[src/design/pxt_defines.svh]
// Constants for the sequential instruction timing engine.
`ifndef PXT_DEFINES_SVH
`define PXT_DEFINES_SVH
`define PXT_RESET_VECTOR 16'h0000
`define PXT_MAX_CYCLES 4'h8
`define PXT_OP_MUL 8'ha4
`define PXT_OP_DIV 8'h84
`define PXT_FRAME_BITS 5'h18
`define PXT_REPLY_BITS 5'h10
`define PXT_CMD_HALT 8'h01
`define PXT_CMD_RUN 8'h02
`define PXT_CMD_STEP 8'h03
`define PXT_CMD_SET_BP 8'h04
`define PXT_CMD_CLR_BP 8'h05
`define PXT_CMD_READ_PC 8'h06
`define PXT_CMD_SET_ADDR 8'h07
`define PXT_CMD_WRITE 8'h08
`define PXT_CMD_READ 8'h09
`define PXT_CMD_STATUS 8'h0a
`define PXT_ST_FLUSH 4'h1
`define PXT_ST_FETCH 4'h2
`define PXT_ST_DECODE 4'h4
`define PXT_ST_EXEC 4'h8
`endif

[src/design/pxt_pkg.sv]
// Types shared by the instruction timing engine and its decode table.
`include "pxt_defines.svh"
package pxt_pkg;
  typedef enum logic [3:0] {
    PXT_FLUSH = `PXT_ST_FLUSH,
    PXT_FETCH = `PXT_ST_FETCH,
    PXT_DECODE = `PXT_ST_DECODE,
    PXT_EXEC = `PXT_ST_EXEC
  } pxt_state_t;

  typedef struct packed {
    logic [1:0] len;
    logic [3:0] cycles;
    logic cond;
  } pxt_dec_t;
endpackage

[src/design/pxt_dec_if.sv]
// Opcode and decoded timing passed between the engine and the table.
interface pxt_dec_if;
  logic [7:0] opcode;
  pxt_pkg::pxt_dec_t dec;
  modport core (output opcode, input dec);
  modport rom (input opcode, output dec);
endinterface

[src/design/pxt_core.sv]
// Instruction timing engine with two-wire debug and programming access.
`include "pxt_defines.svh"
module pxt_core (
  // Clock and reset.
  input wire logic clock,
  input wire logic reset_n,
  // Program memory, data valid one clock after the address.
  output logic [15:0] code_addr,
  input wire logic [7:0] code_data,
  // Execution datapath status.
  input wire logic cond_true,
  input wire logic redirect,
  input wire logic [15:0] redirect_target,
  // Instruction progress.
  output logic [7:0] opcode,
  output logic [1:0] insn_len,
  output logic insn_start,
  output logic insn_busy,
  output logic insn_done,
  output logic halted,
  // Two-wire development pins.
  input wire logic dbg_clk_pin,
  input wire logic dbg_data_in,
  output logic dbg_data_out,
  output logic dbg_data_oe_n,
  // Debug memory access for memory, registers and flash.
  output logic dbg_wr,
  output logic dbg_rd,
  output logic [7:0] dbg_space,
  output logic [15:0] dbg_addr,
  output logic [7:0] dbg_wdata,
  input wire logic [7:0] dbg_rdata
);
  pxt_dec_if dif ();
  pxt_pkg::pxt_state_t state;
  logic [15:0] pc;
  logic [3:0] cnt;
  logic taken_q;
  logic taken_now;
  logic [3:0] limit;
  logic [7:0] cur_op;
  logic [15:0] bp_addr;
  logic bp_en;
  logic step_armed;
  logic bp_hit;
  logic ck_s1, ck_s2, ck_s3, dt_s1, dt_s2;
  logic ck_rise;
  logic [23:0] in_sr;
  logic [4:0] in_cnt;
  logic [15:0] out_sr;
  logic [4:0] out_cnt;
  logic cmd_valid;
  logic [7:0] cmd;
  logic [15:0] arg;
  logic rd_pend;

  pxt_dec_rom u_rom (
    .clock(clock),
    .reset_n(reset_n),
    .dif(dif.rom)
  );

  // The table looks up whatever byte the program memory returns.
  assign dif.opcode = code_data;
  assign code_addr = pc;
  assign opcode = cur_op;
  assign insn_len = dif.dec.len;
  assign insn_busy = (state == pxt_pkg::PXT_EXEC);
  assign insn_start = insn_busy && (cnt == 4'h1);
  assign taken_now = dif.dec.cond && (insn_start ? cond_true : taken_q);
  assign limit = dif.dec.cycles + {3'h0, taken_now};
  assign insn_done = insn_busy && (cnt == limit);
  assign bp_hit = bp_en && (pc == bp_addr) && !step_armed;

  // Sequencer: flush, fetch, decode, then count the execute clocks.
  always_ff @(posedge clock or negedge reset_n)
  begin
    if (!reset_n)
      state <= pxt_pkg::PXT_FLUSH;
    else
      unique case (state)
        pxt_pkg::PXT_FLUSH: state <= pxt_pkg::PXT_FETCH;
        pxt_pkg::PXT_FETCH: if (!halted && !bp_hit) state <= pxt_pkg::PXT_DECODE;
        pxt_pkg::PXT_DECODE: state <= pxt_pkg::PXT_EXEC;
        pxt_pkg::PXT_EXEC: if (insn_done) state <= pxt_pkg::PXT_FETCH;
      endcase
  end

  // Clock counter within one instruction, and the branch outcome.
  always_ff @(posedge clock or negedge reset_n)
  begin
    if (!reset_n)
    begin
      cnt <= 4'h0;
      taken_q <= 1'b0;
    end
    else
    begin
      cnt <= (state == pxt_pkg::PXT_DECODE) ? 4'h1 : (insn_busy && !insn_done) ? cnt + 4'h1 : 4'h0;
      if (insn_start)
        taken_q <= cond_true;
    end
  end

  // Program counter starts at the reset vector and steps by length.
  always_ff @(posedge clock or negedge reset_n)
  begin
    if (!reset_n)
      pc <= `PXT_RESET_VECTOR;
    else if (state == pxt_pkg::PXT_FLUSH)
      pc <= `PXT_RESET_VECTOR;
    else if (insn_done)
      pc <= redirect ? redirect_target : pc + {14'h0, dif.dec.len};
  end

  // Holds the opcode of the instruction in flight.
  always_ff @(posedge clock or negedge reset_n)
  begin
    if (!reset_n)
      cur_op <= 8'h00;
    else if (state == pxt_pkg::PXT_DECODE)
      cur_op <= code_data;
  end

  // Two-flop synchronisers for the debug pins, plus an edge stage.
  always_ff @(posedge clock or negedge reset_n)
  begin
    if (!reset_n)
      {ck_s1, ck_s2, ck_s3, dt_s1, dt_s2} <= 5'h00;
    else
      {ck_s1, ck_s2, ck_s3, dt_s1, dt_s2} <= {dbg_clk_pin, ck_s1, ck_s2, dbg_data_in, dt_s1};
  end
  assign ck_rise = ck_s2 && !ck_s3;

  // Shifts frames in, or a reply out, on each rising debug clock.
  always_ff @(posedge clock or negedge reset_n)
  begin
    if (!reset_n)
    begin
      in_sr <= 24'h000000;
      in_cnt <= 5'h00;
      out_sr <= 16'h0000;
      out_cnt <= 5'h00;
      cmd_valid <= 1'b0;
    end
    else
    begin
      cmd_valid <= 1'b0;
      if (rd_pend)
      begin
        out_sr <= {8'h00, dbg_rdata};
        out_cnt <= `PXT_REPLY_BITS;
      end
      else if (cmd_valid && (cmd == `PXT_CMD_READ_PC))
      begin
        out_sr <= pc;
        out_cnt <= `PXT_REPLY_BITS;
      end
      else if (cmd_valid && (cmd == `PXT_CMD_STATUS))
      begin
        out_sr <= {bp_en, step_armed, halted, 5'h00, cur_op};
        out_cnt <= `PXT_REPLY_BITS;
      end
      else if (ck_rise && (out_cnt != 5'h00))
      begin
        out_sr <= {out_sr[14:0], 1'b0};
        out_cnt <= out_cnt - 5'h01;
      end
      else if (ck_rise)
      begin
        in_sr <= {in_sr[22:0], dt_s2};
        cmd_valid <= (in_cnt == `PXT_FRAME_BITS - 5'h01);
        in_cnt <= (in_cnt == `PXT_FRAME_BITS - 5'h01) ? 5'h00 : in_cnt + 5'h01;
      end
    end
  end
  assign cmd = in_sr[23:16];
  assign arg = in_sr[15:0];
  assign dbg_data_out = out_sr[15];
  assign dbg_data_oe_n = (out_cnt == 5'h00);

  // Run control: halt, run, step and breakpoints; a stop wins over a run.
  always_ff @(posedge clock or negedge reset_n)
  begin
    if (!reset_n)
    begin
      halted <= 1'b0;
      step_armed <= 1'b0;
      bp_en <= 1'b0;
      bp_addr <= 16'h0000;
    end
    else
    begin
      if (cmd_valid && (cmd == `PXT_CMD_SET_BP))
      begin
        bp_addr <= arg;
        bp_en <= 1'b1;
      end
      if (cmd_valid && (cmd == `PXT_CMD_CLR_BP))
        bp_en <= 1'b0;
      if (cmd_valid && (cmd == `PXT_CMD_STEP) && halted)
        step_armed <= 1'b1;
      else if (insn_done)
        step_armed <= 1'b0;
      if ((cmd_valid && (cmd == `PXT_CMD_HALT)) || (state == pxt_pkg::PXT_FETCH && bp_hit) ||
          (insn_done && step_armed))
        halted <= 1'b1;
      else if (cmd_valid && ((cmd == `PXT_CMD_RUN) || (cmd == `PXT_CMD_STEP)))
        halted <= 1'b0;
    end
  end

  // Memory access, only while halted so the application is untouched.
  always_ff @(posedge clock or negedge reset_n)
  begin
    if (!reset_n)
    begin
      dbg_wr <= 1'b0;
      dbg_rd <= 1'b0;
      rd_pend <= 1'b0;
      dbg_space <= 8'h00;
      dbg_addr <= 16'h0000;
      dbg_wdata <= 8'h00;
    end
    else
    begin
      rd_pend <= dbg_rd;
      dbg_wr <= cmd_valid && halted && (cmd == `PXT_CMD_WRITE);
      dbg_rd <= cmd_valid && halted && (cmd == `PXT_CMD_READ);
      if (cmd_valid && (cmd == `PXT_CMD_SET_ADDR))
        dbg_addr <= arg;
      if (cmd_valid && halted && ((cmd == `PXT_CMD_WRITE) || (cmd == `PXT_CMD_READ)))
      begin
        dbg_space <= arg[15:8];
        dbg_wdata <= arg[7:0];
      end
      else if (dbg_wr || rd_pend)
        dbg_addr <= dbg_addr + 16'h0001;
    end
  end

  exec_bound_a: assert property (@(posedge clock) disable iff (!reset_n)
    insn_busy |-> cnt <= `PXT_MAX_CYCLES) else $error("instruction over eight clocks");
  div_time_a: assert property (@(posedge clock) disable iff (!reset_n)
    insn_done && cur_op == `PXT_OP_DIV |-> cnt == 4'h8) else $error("divide not eight clocks");
  branch_extra_a: assert property (@(posedge clock) disable iff (!reset_n)
    insn_done && dif.dec.cond |-> cnt == dif.dec.cycles + {3'h0, taken_q || (insn_start && cond_true)})
    else $error("branch clock count wrong");
  add_reg_a: assert property (@(posedge clock) disable iff (!reset_n)
    insn_start && cur_op[7:3] inside {5'h05, 5'h07, 5'h13} |-> insn_done && insn_len == 2'h1)
    else $error("register add not one clock");
  add_direct_a: assert property (@(posedge clock) disable iff (!reset_n)
    insn_start && cur_op inside {8'h25, 8'h35, 8'h95} |-> !insn_done ##1 insn_done && insn_len == 2'h2)
    else $error("direct add not two clocks");
  indirect_op_a: assert property (@(posedge clock) disable iff (!reset_n)
    insn_start && cur_op[3:1] == 3'h3 && cur_op[7:4] inside {4'h2, 4'h3, 4'h4, 4'h5, 4'h6, 4'h9}
    |-> insn_len == 2'h1 && !insn_done ##1 insn_done) else $error("indirect op not two clocks");
  imm_arith_a: assert property (@(posedge clock) disable iff (!reset_n)
    insn_start && cur_op inside {8'h24, 8'h34, 8'h94} |-> ##1 insn_done) else $error("immediate op not two clocks");
  logic_imm_a: assert property (@(posedge clock) disable iff (!reset_n)
    insn_start && cur_op inside {8'h43, 8'h53, 8'h63} |-> insn_len == 2'h3 ##2 insn_done)
    else $error("logic immediate not three clocks");
  logic_dir_a: assert property (@(posedge clock) disable iff (!reset_n)
    insn_start && cur_op inside {8'h42, 8'h52, 8'h62} |-> insn_len == 2'h2 ##1 insn_done)
    else $error("logic to direct not two clocks");
  reset_vec_a: assert property (@(posedge clock) disable iff (!reset_n)
    state == pxt_pkg::PXT_FLUSH |=> pc == `PXT_RESET_VECTOR && state == pxt_pkg::PXT_FETCH)
    else $error("reset did not start at vector");
  halt_hold_a: assert property (@(posedge clock) disable iff (!reset_n)
    halted && state == pxt_pkg::PXT_FETCH |=> state == pxt_pkg::PXT_FETCH || !$past(halted))
    else $error("core ran while halted");
endmodule // pxt_core

[src/design/pxt_dec_rom.sv]
// Registered opcode table giving length, clock count and branch class.
`include "pxt_defines.svh"
module pxt_dec_rom (
  // Clock and reset.
  input wire logic clock,
  input wire logic reset_n,
  // Table port.
  pxt_dec_if.rom dif
);
  pxt_pkg::pxt_dec_t table_q [256];

  // Maps one opcode to its byte length, clock count and condition flag.
  function automatic pxt_pkg::pxt_dec_t entry(input logic [7:0] op);
    pxt_pkg::pxt_dec_t e;
    e.len = 2'h1;
    e.cond = 1'b0;
    casez (op)
      8'h02, 8'h12, 8'h10, 8'h20, 8'h30, 8'h43, 8'h53, 8'h63, 8'h75, 8'h85,
      8'h90, 8'hb4, 8'hb5, 8'hb6, 8'hb7, 8'b1011_1???, 8'hd5:
        e.len = 2'h3;
      8'b???0_0001, 8'h40, 8'h50, 8'h60, 8'h70, 8'h80, 8'ha0, 8'hb0, 8'hc0,
      8'hd0, 8'h42, 8'h52, 8'h62, 8'h72, 8'h82, 8'h92, 8'ha2, 8'hb2, 8'hc2,
      8'hd2, 8'h24, 8'h34, 8'h44, 8'h54, 8'h64, 8'h74, 8'h94, 8'b????_0101,
      8'h76, 8'h77, 8'h86, 8'h87, 8'ha6, 8'ha7, 8'b0111_1???, 8'b1000_1???,
      8'b1010_1???, 8'b1101_1???, 8'b???1_0001:
        e.len = 2'h2;
      default:
        e.len = 2'h1;
    endcase
    // Most instructions take as many clocks as bytes.
    e.cycles = {2'h0, e.len};
    casez (op)
      `PXT_OP_MUL: e.cycles = 4'h4;
      `PXT_OP_DIV: e.cycles = `PXT_MAX_CYCLES;
      8'h83, 8'h93, 8'he0, 8'he2, 8'he3, 8'hf0, 8'hf2, 8'hf3: e.cycles = 4'h3;
      8'b????_011?: if (e.len == 2'h1) e.cycles = 4'h2;
      default: e.cycles = {2'h0, e.len};
    endcase
    casez (op)
      8'h10, 8'h20, 8'h30, 8'h40, 8'h50, 8'h60, 8'h70, 8'b1011_????, 8'hd5,
      8'b1101_1???:
        e.cond = (op != 8'hb0) && (op != 8'hb1) && (op != 8'hb2) && (op != 8'hb3);
      default: e.cond = 1'b0;
    endcase
    return e;
  endfunction

  // Builds the table, one entry per opcode, in the standard encoding.
  for (genvar i = 0; i < 256; i++)
  begin : g_tab
    assign table_q[i] = entry(8'(i));
  end

  // Read data leaves through a register.
  always_ff @(posedge clock or negedge reset_n)
  begin
    if (!reset_n)
      dif.dec <= '0;
    else
      dif.dec <= table_q[dif.opcode];
  end
endmodule // pxt_dec_rom

[config.mk]
export PLATFORM = sky130hd
export DESIGN_NAME = pxt_core
export DESIGN_NICKNAME = d
export VERILOG_FILES = /design/src/design/pxt_pkg.sv /design/src/design/pxt_dec_if.sv /design/src/design/pxt_core.sv /design/src/design/pxt_dec_rom.sv
export VERILOG_INCLUDE_DIRS = /design/src /design/src/design
export SDC_FILE = /design/constraint.sdc
export NUM_CORES = 1
export LEC_CHECK = 0
export BUFFER_PORTS_ARGS = -buffer_cell sky130_fd_sc_hd__buf_2
export CAP_MARGIN = 5
export CORE_AREA = 4 4 128 130
export DETAILED_ROUTE_END_ITERATION = 16
export DIE_AREA = 0 0 132 134
export PLACE_DENSITY = 0.87
export REMOVE_ABC_BUFFERS = 1
export SYNTH_ARGS = -nofsm -noshare
export SYNTH_HDL_FRONTEND = slang
export SYNTH_SLANG_ARGS = --single-unit
[constraint.sdc]
create_clock -name clock -period 3 [get_ports clock]
set_input_delay 0 -clock clock [delete_from_list [all_inputs] [get_ports clock]]
set_output_delay 0 -clock clock [all_outputs]
set_load 0.03 [all_outputs]
# Word-level counts from Yosys, hierarchy flattened

Memories as Yosys holds them, arrays and structs flattened. A register that Yosys moved wholly into a read port is not among the register bits.
Cells that the tools add are included.

Add/subtract/negate cells: 6
Multiply operators: 0
Divide/modulo/power cells: 0
Magnitude comparators: 0
Eq/ne operators: 20
Shift-type cells: 0
Multiplexer cells: 32
Bitwise operators: 5
Reduce and logical (&&, ||, !) cells: 44

Operators with widths:

| operator                                                               | number |
|---|---|
| 16-bit 2-to-1 mux                                                      | 10 |
| 8-bit by 3-bit equality test with 1-bit output (second input constant) | 4 |
| 5-bit 2-to-1 mux                                                       | 5 |
| 8-bit by 4-bit equality test with 1-bit output (second input constant) | 3 |
| 1-bit logical AND                                                      | 24 |
| 16-bit by 1-bit adder with 16-bit output (second input constant)       | 1 |
| 16-bit by 2-bit adder with 16-bit output                               | 1 |
| 16-bit equality test                                                   | 1 |
| 8-bit by 2-bit equality test with 1-bit output (second input constant) | 2 |
| 4-bit 2-to-1 mux                                                       | 4 |
| 4-bit one-hot mux with 4 select lines                                  | 1 |
| 1-bit 2-to-1 mux                                                       | 12 |
| 8-bit NOT with 9-bit output                                            | 1 |
| 4-bit by 1-bit equality test with 1-bit output (second input constant) | 2 |
| 8-bit by 1-bit equality test with 1-bit output (second input constant) | 1 |
| 2-bit nonzero test                                                     | 4 |
| 1-bit zero test                                                        | 6 |
| 5-bit by 1-bit adder with 5-bit output (second input constant)         | 1 |
| 5-bit equality test (second input constant)                            | 1 |
| 5-bit zero test                                                        | 1 |
| 1-bit logical OR                                                       | 5 |
| 5-bit AND reduction                                                    | 1 |
| 5-bit nonzero test                                                     | 1 |
| 5-bit by 1-bit subtractor with 5-bit output (second input constant)    | 1 |
| other kinds (11)                                                       | 14 |

Register bits after elaboration: 143
Latch bits: 0
Bits in writable memories: 0
Memory bits (read-only): 1792
Bits of input ports: 38
Output and inout bits: 66
Word-level logic and storage cells: 133
Memories kept: 1

Memories:

| memory           | depth | bits a word | rd ports | clocked after Yosys merged registers in | write ports | line              | source |
|---|---|---|---|---|---|---|---|
| (name not given) | 256   | 7           | 1        | 1                                       | 0           | pxt_dec_rom.sv:60 | `dif.dec <= table_q[dif.opcode];` |

# Logic depth before layout (Yosys ltp)

Gate-level depths: netlist of run 1.

Depth after elaboration: 11
Mapped depth: 13
Gate-level depth less buffers: 13

# Modules after synthesis

A second synthesis of run 1 with hierarchy kept.

Cells, all modules: 819
Area, all modules: 8047.7 sq um

Modules (own cells, without submodules):

| module      | times used | cells an instance | area an instance (sq um) | sequential area each (sq um) |
|---|---|---|---|---|
| pxt_core    | 1          | 690               | 7131.8                   | 3579.7 |
| pxt_dec_rom | 1          | 129               | 915.9                    | 175.2 |

# Worst setup path before layout of run 1

OpenSTA, ideal clock, no wires.

Path kind: register to register
Start: register state[1]
End: register pc[3], in the netlist code_addr[3]
Data arrival time: 3853 ps
Setup slack: -976 ps
Stages on the path, launching flop included: 13
Buffers on the path: 0
Period minus slack after synthesis: 3976 ps
Cells stage by stage: dfrtp_1 > nor4b_2 > nand3_1 > mux2_2 > and2_1 > ha_1 > ha_1 > xor3_1 > nor3_2 > nand3_2 > inv_2 > nor2_2 > a211o_1

Cells in the longest elaborated chain, start to end: 8

RTL lines:

| what                                   | line            | source |
|---|---|---|
| from (decl)                            | pxt_core.sv:35  | `pxt_pkg::pxt_state_t state;` |
| from (signal assigned)                 | pxt_core.sv:79  | `state <= pxt_pkg::PXT_FLUSH;` |
| from (signal assigned)                 | pxt_core.sv:82  | `pxt_pkg::PXT_FLUSH: state <= pxt_pkg::PXT_FETCH;` |
| from (signal assigned)                 | pxt_core.sv:83  | `pxt_pkg::PXT_FETCH: if (!halted && !bp_hit) state <= pxt_pkg::PXT_DECODE;` |
| 4-bit equality test *                  | pxt_core.sv:68  | `assign insn_busy = (state == pxt_pkg::PXT_EXEC);` |
| named net insn_busy                    | pxt_core.sv:18  | `output logic insn_busy,` |
| 1-bit logical AND                      | pxt_core.sv:69  | `assign insn_start = insn_busy && (cnt == 4'h1);` |
| 1-bit 2-to-1 mux                       | --              |  |
| 1-bit logical AND                      | pxt_core.sv:70  | `assign taken_now = dif.dec.cond && (insn_start ? cond_true : taken_q);` |
| 4-bit by 1-bit adder with 4-bit output | pxt_core.sv:71  | `assign limit = dif.dec.cycles + {3'h0, taken_now};` |
| 4-bit equality test                    | pxt_core.sv:72  | `assign insn_done = insn_busy && (cnt == limit);` |
| 1-bit logical AND *                    | pxt_core.sv:72  |  |
| named net insn_done                    | pxt_core.sv:19  | `output logic insn_done,` |
| 2-bit nonzero test (no source line) *  | --              |  |
| to (signal assigned)                   | pxt_core.sv:109 | `` pc <= `PXT_RESET_VECTOR; `` |
| to (signal assigned)                   | pxt_core.sv:111 | `` pc <= `PXT_RESET_VECTOR; `` |
| to (signal assigned)                   | pxt_core.sv:113 | `pc <= redirect ? redirect_target : pc + {14'h0, dif.dec.len};` |
| to (decl)                              | pxt_core.sv:36  | `logic [15:0] pc;` |

The timed path passes the listed nets; every way through them passes the cells marked *.
A chain may end at the register's enable or synchronous reset.

# Worst setup path after layout of run 1

Start: register state[1]
End: register pc[15], in the netlist code_addr[15]

Cells in the longest elaborated chain, start to end: 8

RTL lines:

| what                                   | line |
|---|---|
| 4-bit equality test                    | pxt_core.sv:68 |
| 1-bit logical AND                      | pxt_core.sv:69 |
| 1-bit 2-to-1 mux                       | -- |
| 1-bit logical AND                      | pxt_core.sv:70 |
| 4-bit by 1-bit adder with 4-bit output | pxt_core.sv:71 |
| 4-bit equality test                    | pxt_core.sv:72 |
| 1-bit logical AND                      | pxt_core.sv:72 |
| 2-bit nonzero test (no source line)    | -- |

Parallel ways exist; a longest one is shown, timed or not.

==> results of run 1 <==
-- placed cells by master (no fill, tap or decap), types with 7 or more instances in the layout --
cell type,synthesis,layout
mux2_4,8,9
and3_1,7,7
nor3_1,17,17
xor2_1,15,14
nand2_1,78,78
xnor2_1,15,15
a21o_1,13,13
nand3_1,26,25
inv_1,17,17
nor2b_1,7,7
mux2i_1,10,10
o21ai_0,50,50
clkbuf_16,0,17
buf_2,6,101
a22oi_1,7,7
a31oi_1,17,17
a211oi_1,9,9
nor2_1,60,59
mux2_2,50,49
buf_4,4,22
o211ai_1,8,8
dfrtp_1,149,149
nand4_1,12,12
dlygate4sd3_1,0,34
a21oi_1,36,36
ha_1,16,14
nand2b_1,9,9
-- worst paths after layout --
| check | endpoint | cells past startpoint | slack [ns] |
|---|---|---|---|
| setup / recovery | code_addr[15]$_DFFE_PN0P_ | 14 | -0.08 |
| hold / removal | u_rom.dif.dec[0]$_DFF_PN0_ | 3 | 0.03 |
| setup reg to reg | code_addr[15]$_DFFE_PN0P_ | 14 | -0.08 |
| hold reg to reg | ck_s2$_DFF_PN0_ | 0 | 0.35 |
| max in group asynchronous | out_sr[5]$_DFFE_PN0P_ | 3 | 2.04 |
| min in group asynchronous | dbg_space[2]$_DFFE_PN0P_ | 2 | 0.13 |
-- sequential cells by signal (all words and copies together) (netlist names), 4 cells and up --
| name | count |
|---|---|
| code_addr | 16 |
| out_sr | 16 |
| opcode | 8 |
| u_rom.dif.dec | 7 |
| dbg_wdata | 8 |
| state | 4 |
| in_sr | 24 |
| cnt | 4 |
| in_cnt | 5 |
| dbg_addr | 16 |
| out_cnt | 5 |
| dbg_space | 8 |
| bp_addr | 16 |
-- power by group --
group	leakage (nW)	internal [mW]	switching (mW)
Clock	0.293	1.37	0.812
Sequential	1.97	2.23	0.258
Combinational	2.37	0.332	0.450
-- logic make-up (layout without fill, tap and decap cells) --
family / after synthesis / in the layout / synth area share, %
AO/OA/AOI/OAI: 185 / 185 / 15.17
XOR/XNOR: 31 / 31 / 3.601
adder cells (fa/ha/maj): 17 / 17 / 2.767
buffers and inverters: 65 / 215 / 3.648
flip-flops: 150 / 150 / 47.19
multiplexers: 68 / 68 / 9.843
other: 1 / 1 / 0.04712
AND/OR/NAND/NOR: 271 / 271 / 17.74
-- repair_timing --
action | in CTS | in global routing
buffers inserted | 4 | 3
pin swaps | 7 | 8
hold buffers | 34 | 0
endpoints found under the setup margin | 20 | 25
gates resized for setup | 7 | 18
endpoints found under the hold margin | 101 | 0
-- cell type report --
type / count / share of cell area [%]
Clock buffer: 23 / 4.880
Timing Repair Buffer: 165 / 11.37
Clock inverter: 8 / 1.239
Inverter: 19 / 0.7282
Multi-Input combinational cell: 573 / 41.05
Tap cell: 188 / 2.402
Sequential cell: 150 / 38.34
-- worst register-to-register path: stages, from the launching register on --
cell	delay, ns
dfrtp_1	0.41
nor4b_4	0.32
nand3_2	0.14
mux2_4	0.32
and2_4	0.15
ha_4	0.16
ha_4	0.15
xor3_1	0.25
nor3_4	0.23
nand3_2	0.12
inv_2	0.10
buf_6	0.12
buf_8	0.13
mux2i_1	0.25
o21bai_1	0.14
-- layer usage --
layer,up-vias,share of wire [%]
met5,-,0
met4,0,3.2
met3,67,8.6
met2,403,48
met1,3326,41
li1,3135,-
-- through the flow --
stage / instances / TNS (ns)
after detailed placement: 1055 / -0.4691
final: 1126 / -0.1106
after global routing: 1126 / -0.6170
after CTS: 1124 / 0
after floorplan: 742 / -18.23
after global placement: 1055 / 0
==> metrics.md, run 1 <==
| Metric | Value |
|---|---|
| Hold Crit Start | code_data[4] |
| Failing checks | setup timing |
| Synth async-reset ratio | 100.0% |
| Mapped Cells | 788 |
| H-tree depth | 4 |
| Critical path's top delay family | simple AND/OR/NAND/NOR gates |
| Final period util | 102.7% |
| CP startpoint kind | flip-flop |
| Pin count of the biggest net entering global routing | 69 |
| Rel. slew slack | 36.61% |
| DR pass1 iterations | 6 |
| Cell type with the largest total area after synthesis | dfrtp_1 |
| First DRT Iteration DRCs | 936 |
| Routed Antenna Nets | 0 |
| # IOs | 104 |
| Max Freq | 324.6 MHz |
| Fill count | 1092 |
| Synth cell types | 77 |
| Most frequent cell after synthesis | dfrtp_1 |
| Design area | 9794 µm² |
| PwrDens | 555.9 nW/µm² |
| Share of layout cells above drive strength 1 | 26.55% |
| Clk_lat worst skew | 0.43 ns |
| CTS Buf Count | 17 |
| Initial Utilization | 52.54% |
| Vias in the first global route | 6631 |
| Total Wirelength | 21.63 mm |
| Synth top area cells | dfrtp_1 (47%), mux2_2 (7.1%), nand2_1 (3.7%) |
| Yosys top cell area share | 46.86% |
| Drt drc | 0 |
| Post-Place Worst Slack | -0.08691 ns |
| Clk sinks | 150 |
| Core area | 15150 µm² |
| Multi-input logic area | 4020 µm² |
| WL/cell | 19.21 µm |
| Worst Setup Path Type | reg2reg |
| GR Util met1 | 32.20% |
| Clk_skew | 0.008552 ns |
| Worst Tran Pin Value | 0.9509 ns |
| Static leakage | 4.635 nW |
| Post-Syn Area | 7958 µm² |
| Clk slew on worst S/H paths | 0.06 ns |
| Final setup margin | -0.08051 ns |
| CP Cell Sequence | nor4b_4 > nand3_2 > mux2_4 > and2_4 > ha_4 > ha_4 > xor3_1 > nor3_4 > nand3_2 > inv_2 > buf_6 > buf_8 > mux2i_1 > o21bai_1 |
| Commonest cells post-synth | dfrtp_1 (149), nand2_1 (78), nor2_1 (60), mux2_2 (50), o21ai_0 (50) |
| Yosys warns | 0 |
| GR Util met3 | 6.677% |
| Port Buf Inserts | 103 |
| Post-synthesis average cell area | 10.10 µm² |
| Tmin final | 3.081 ns |
| Register Area | 3755 µm² |
| Core Util, Final | 64.67% |
| Via Count | 6931 |
| Overflow after GRT | 0 |
| Worst vdd ir | 0.3911 mV |
| Die Wd | 132 µm |
| Critical Path Source | state[1]$_DFFE_PN0P_ |
| CP max stage delay | 0.41 ns |
| Sequential area share after synthesis | 47.19% |
| Post-synth EDFFs | 0 |
| Initial antenna violation count | 0 |
| DP Area | 8673 µm² |
| Max-capacitance violation count | 0 |
| Most Crowded Layer GR | met2 |
| Final Total Pwr | 5.445 mW |
| Gr usage total | 24.11% |
| RSZ-0062 raised after global routing | yes |
| FF+latch count, synth | 150 |
| Area Growth Syn to Fin | 23.08% |
| Arr. time, crit path | 3.44 ns |
| M2 GR Usage | 38.03% |
| Die ar. | 17690 µm² |
| Diode count | 0 |
| Avg Vias per Cell | 6.155 |
| Post-synth top flop | dfrtp_1 |
| CP Buf/Inv Count | 3 |
| First-pass GRT wire length | 34.22 mm |
| Outcome | complete, but fails checks |
| Chip height | 134 µm |
| CP max-delay cell | dfrtp_1 |
| Crit-path max FO | 6 |
| Gpl congestion | 0.8897 |
| Worst hold path type | in2reg |
| Kind of end point of the critical path | flip-flop |
| CTS tree | yes |
| CTS root buf | clkbuf_16 |
| # nets final | 981 |
| Clock buffer depth | 2 |
| Data required, critical path | 3.36 ns |
| Pins over their slew limit | 0 |
| Worst r2r src | state[1]$_DFFE_PN0P_ |
| Hold Vio Cnt, Final | 0 |
| Final setup violation count | 3 |
| Dpl hpwl | 14.05 mm |
| Rows | 45 |
| Hold slack final | 0.02913 ns |
(Power assumes the default switching activity.)
==> run 2, diff against run 1 <==
Settings changed: CORE_AREA 4 4 128 130 to 4 4 132 134, DIE_AREA 0 0 132 134 to 0 0 136 138, PLACE_DENSITY 0.87 to 0.83.
==> run 2 against run 1 <==
  * The run still ends with setup timing left
  * Register-to-register slack improved by 0.08 ns
  * Clock power barely moved
  * Via count fell by 1.7%
  * First-iteration DRC count fell by 24%
  * Die area rose by 6.1%
  * Sequential power barely moved
  * Worst setup slack improved by 0.064 ns
  * Highest routed layer unchanged
==> metrics.md, run 2 (synthesized netlist as in run 1, its figures left out) <==
| Metric | Value |
|---|---|
| CP Cell Sequence | nor4b_4 > nand3_2 > mux2_4 > and2_4 > ha_4 > ha_4 > xor3_1 > nor3_2 > nand3_2 > inv_4 > buf_6 > buf_6 (was nor4b_4 > nand3_2 > mux2_4 > and2_4 > ha_4 > ha_4 > xor3_1 > nor3_4 > nand3_2 > inv_2 > buf_6 > buf_8 > mux2i_1 > o21bai_1) |
| Total Wirelength | 21.40 mm (was 21.63 mm) |
| CTS root buf | clkbuf_16 (unchanged) |
| First-pass GRT wire length | 34.81 mm (was 34.22 mm) |
| Port Buf Inserts | 103 (unchanged) |
| Area Growth Syn to Fin | 22.56% (was 23.08%) |
| WL/cell | 18.46 µm (was 19.21 µm) |
| # IOs | 104 (unchanged) |
| Hold slack final | 0.08138 ns (was 0.02913 ns) |
| Overflow after GRT | 0 (unchanged) |
| Setup TNS | -0.01639 ns (was -0.1106 ns) |
| CP max-delay cell | dfrtp_1 (unchanged) |
| Kind of end point of the critical path | output port (was flip-flop) |
| Pin count of the biggest net entering global routing | 83 (was 69) |
| Worst vdd ir | 0.3769 mV (was 0.3911 mV) |
| Commonest non-fill, non-tap cell in the layout | dfrtp_1 (unchanged) |
| # nets final | 981 (unchanged) |
| Static leakage | 4.614 nW (was 4.635 nW) |
| Hold Vio Cnt, Final | 0 (unchanged) |
| Rel. slew slack | 34.80% (was 36.61%) |
| Tmin final | 3.016 ns (was 3.081 ns) |
| Dpl hpwl | 14.37 mm (was 14.05 mm) |
| Clk_lat worst skew | 0.43 ns (about the same) |
| Core area | 16290 µm² (was 15150 µm²) |
| Clk_skew | 0.006684 ns (was 0.008552 ns) |
| Worst Setup Path Type | reg2out (was reg2reg) |
| Initial Utilization | 48.85% (was 52.54%) |
| Max FFs per register | 24 (unchanged) |
| Register with the most flip-flops | in_sr (unchanged) |
| Worst hold path type | in2reg (unchanged) |
| RSZ-0062 raised after global routing | yes (unchanged) |
| CP startpoint kind | flip-flop (unchanged) |
| Rows | 47 (was 45) |
| Design area | 9753 µm² (was 9794 µm²) |
| Drt drc | 0 (unchanged) |
| Via Count | 6813 (was 6931) |
| Final setup margin | -0.01639 ns (was -0.08051 ns) |
| H-tree depth | 4 (unchanged) |
| Finished Layout Cells | 1159 (was 1126) |
| Post-Place Worst Slack | -0.1488 ns (was -0.08691 ns) |
| Clock buffer depth | 2 (unchanged) |
| Pins over their slew limit | 0 (unchanged) |
| Crit-path max FO | 2 (was 6) |
| Failing checks | setup timing (unchanged) |
| First DRT Iteration DRCs | 711 (was 936) |
| PwrDens | 553.8 nW/µm² (was 555.9 nW/µm²) |
| Avg Vias per Cell | 5.878 (was 6.155) |
| DP Area | 8706 µm² (was 8673 µm²) |
| Die Wd | 136 µm (was 132 µm) |
| Core Util, Final | 59.87% (was 64.67%) |
| Share of layout cells above drive strength 1 | 25.80% (was 26.55%) |
| Placed Instances | 1086 (was 1055) |
| Max-capacitance violation count | 0 (unchanged) |
| Arr. time, crit path | 3.02 ns (was 3.44 ns) |
| Routed Antenna Nets | 0 (unchanged) |
| Final setup violation count | 1 (was 3) |
| DR pass1 iterations | 5 (was 6) |
| Die ar. | 18770 µm² (was 17690 µm²) |
| Initial antenna violation count | 0 (unchanged) |
| Clk sinks | 150 (unchanged) |
| CP max stage delay | 0.41 ns (about the same) |
| CTS Buf Count | 17 (unchanged) |
| Clk slew on worst S/H paths | 0.06 ns (about the same) |
| Final period util | 100.5% (was 102.7%) |
| CTS tree | yes (unchanged) |
| Worst Tran Pin Value | 0.9780 ns (was 0.9509 ns) |
| Outcome | complete, but fails checks (unchanged) |
| Vias in the first global route | 6786 (was 6631) |
| Gpl congestion | 0.9309 (was 0.8897) |
| Gr usage total | 23.03% (was 24.11%) |
| Max Freq | 331.5 MHz (was 324.6 MHz) |
| Data required, critical path | 3.00 ns (was 3.36 ns) |
| Chip height | 138 µm (was 134 µm) |
| Most frequent cells in the layout | dfrtp_1 (149), buf_2 (101), nand2_1 (78), nor2_1 (60), o21ai_0 (50) (was dfrtp_1 (149), buf_2 (101), nand2_1 (78), nor2_1 (59), o21ai_0 (50)) |
| Final Total Pwr | 5.401 mW (was 5.445 mW) |
[run 2: worst max-delay path, delay by kind of cell, from the launching register on]
kind / cells / cell delay [ns]
DFF: 1 / 0.41
xor gates and xnor gates: 1 / 0.21
adders and majority gates: 2 / 0.31
buffers and inverters: 3 / 0.30
muxes: 1 / 0.33
and+or+nand+nor: 5 / 1.03
[run 2: final cells by class]
type,count,area (µm²)
fillers,1272,6536
multi-input cells,573,3958
flip-flops and latches,150,3755
repair buffers,165,1104
clock buffers,18,429.2
well taps,220,275.3
clock inverters,13,156.4
inverters,19,73.82
diodes,1,2.502
[run 2: routing by layer]
| metal | vias up | track usage (%) | share of wire [%] | routed length (µm) |
|---|---|---|---|---|
| met5 | - | 0 | 0 | 0 |
| li1 | 3143 | - | - | - |
| met4 | 0 | 9.602 | 3.1 | 658 |
| met1 | 3301 | 30.87 | 42 | 8883 |
| met2 | 304 | 36.27 | 49 | 10430 |
| met3 | 65 | 5.051 | 6.6 | 1421 |
[run 2: worst paths after layout]
check	startpoint	end	slack (ns)	cells after the start
setup / recovery	state[1]$_DFFE_PN0P_	insn_done	-0.02	12
hold / removal	code_data[1]	opcode[1]$_DFFE_PN0P_	0.08	3
setup reg to reg	state[1]$_DFFE_PN0P_	code_addr[3]$_DFFE_PN0P_	0	13
hold reg to reg	dt_s1$_DFF_PN0_	dt_s2$_DFF_PN0_	0.35	0
max in group asynchronous	reset_n	in_cnt[2]$_DFFE_PN0P_	2.01	3
min in group asynchronous	reset_n	dt_s2$_DFF_PN0_	0.15	2
[run 2: report_power, final]
| group | total [mW] | switching [mW] | leakage, nW | internal [mW] |
|---|---|---|---|---|
| registers | 2.49 | 0.262 | 1.97 | 2.22 |
| logic | 0.757 | 0.438 | 2.36 | 0.319 |
| clock network | 2.16 | 0.858 | 0.286 | 1.30 |
[run 2: repair_timing]
action,4_1_cts,5_1_grt
pin swaps,7,8
hold buffers,36,0
setup buffers,5,2
hold endpoints to repair,104,0
setup endpoints to repair,21,21
gates resized for setup,10,2
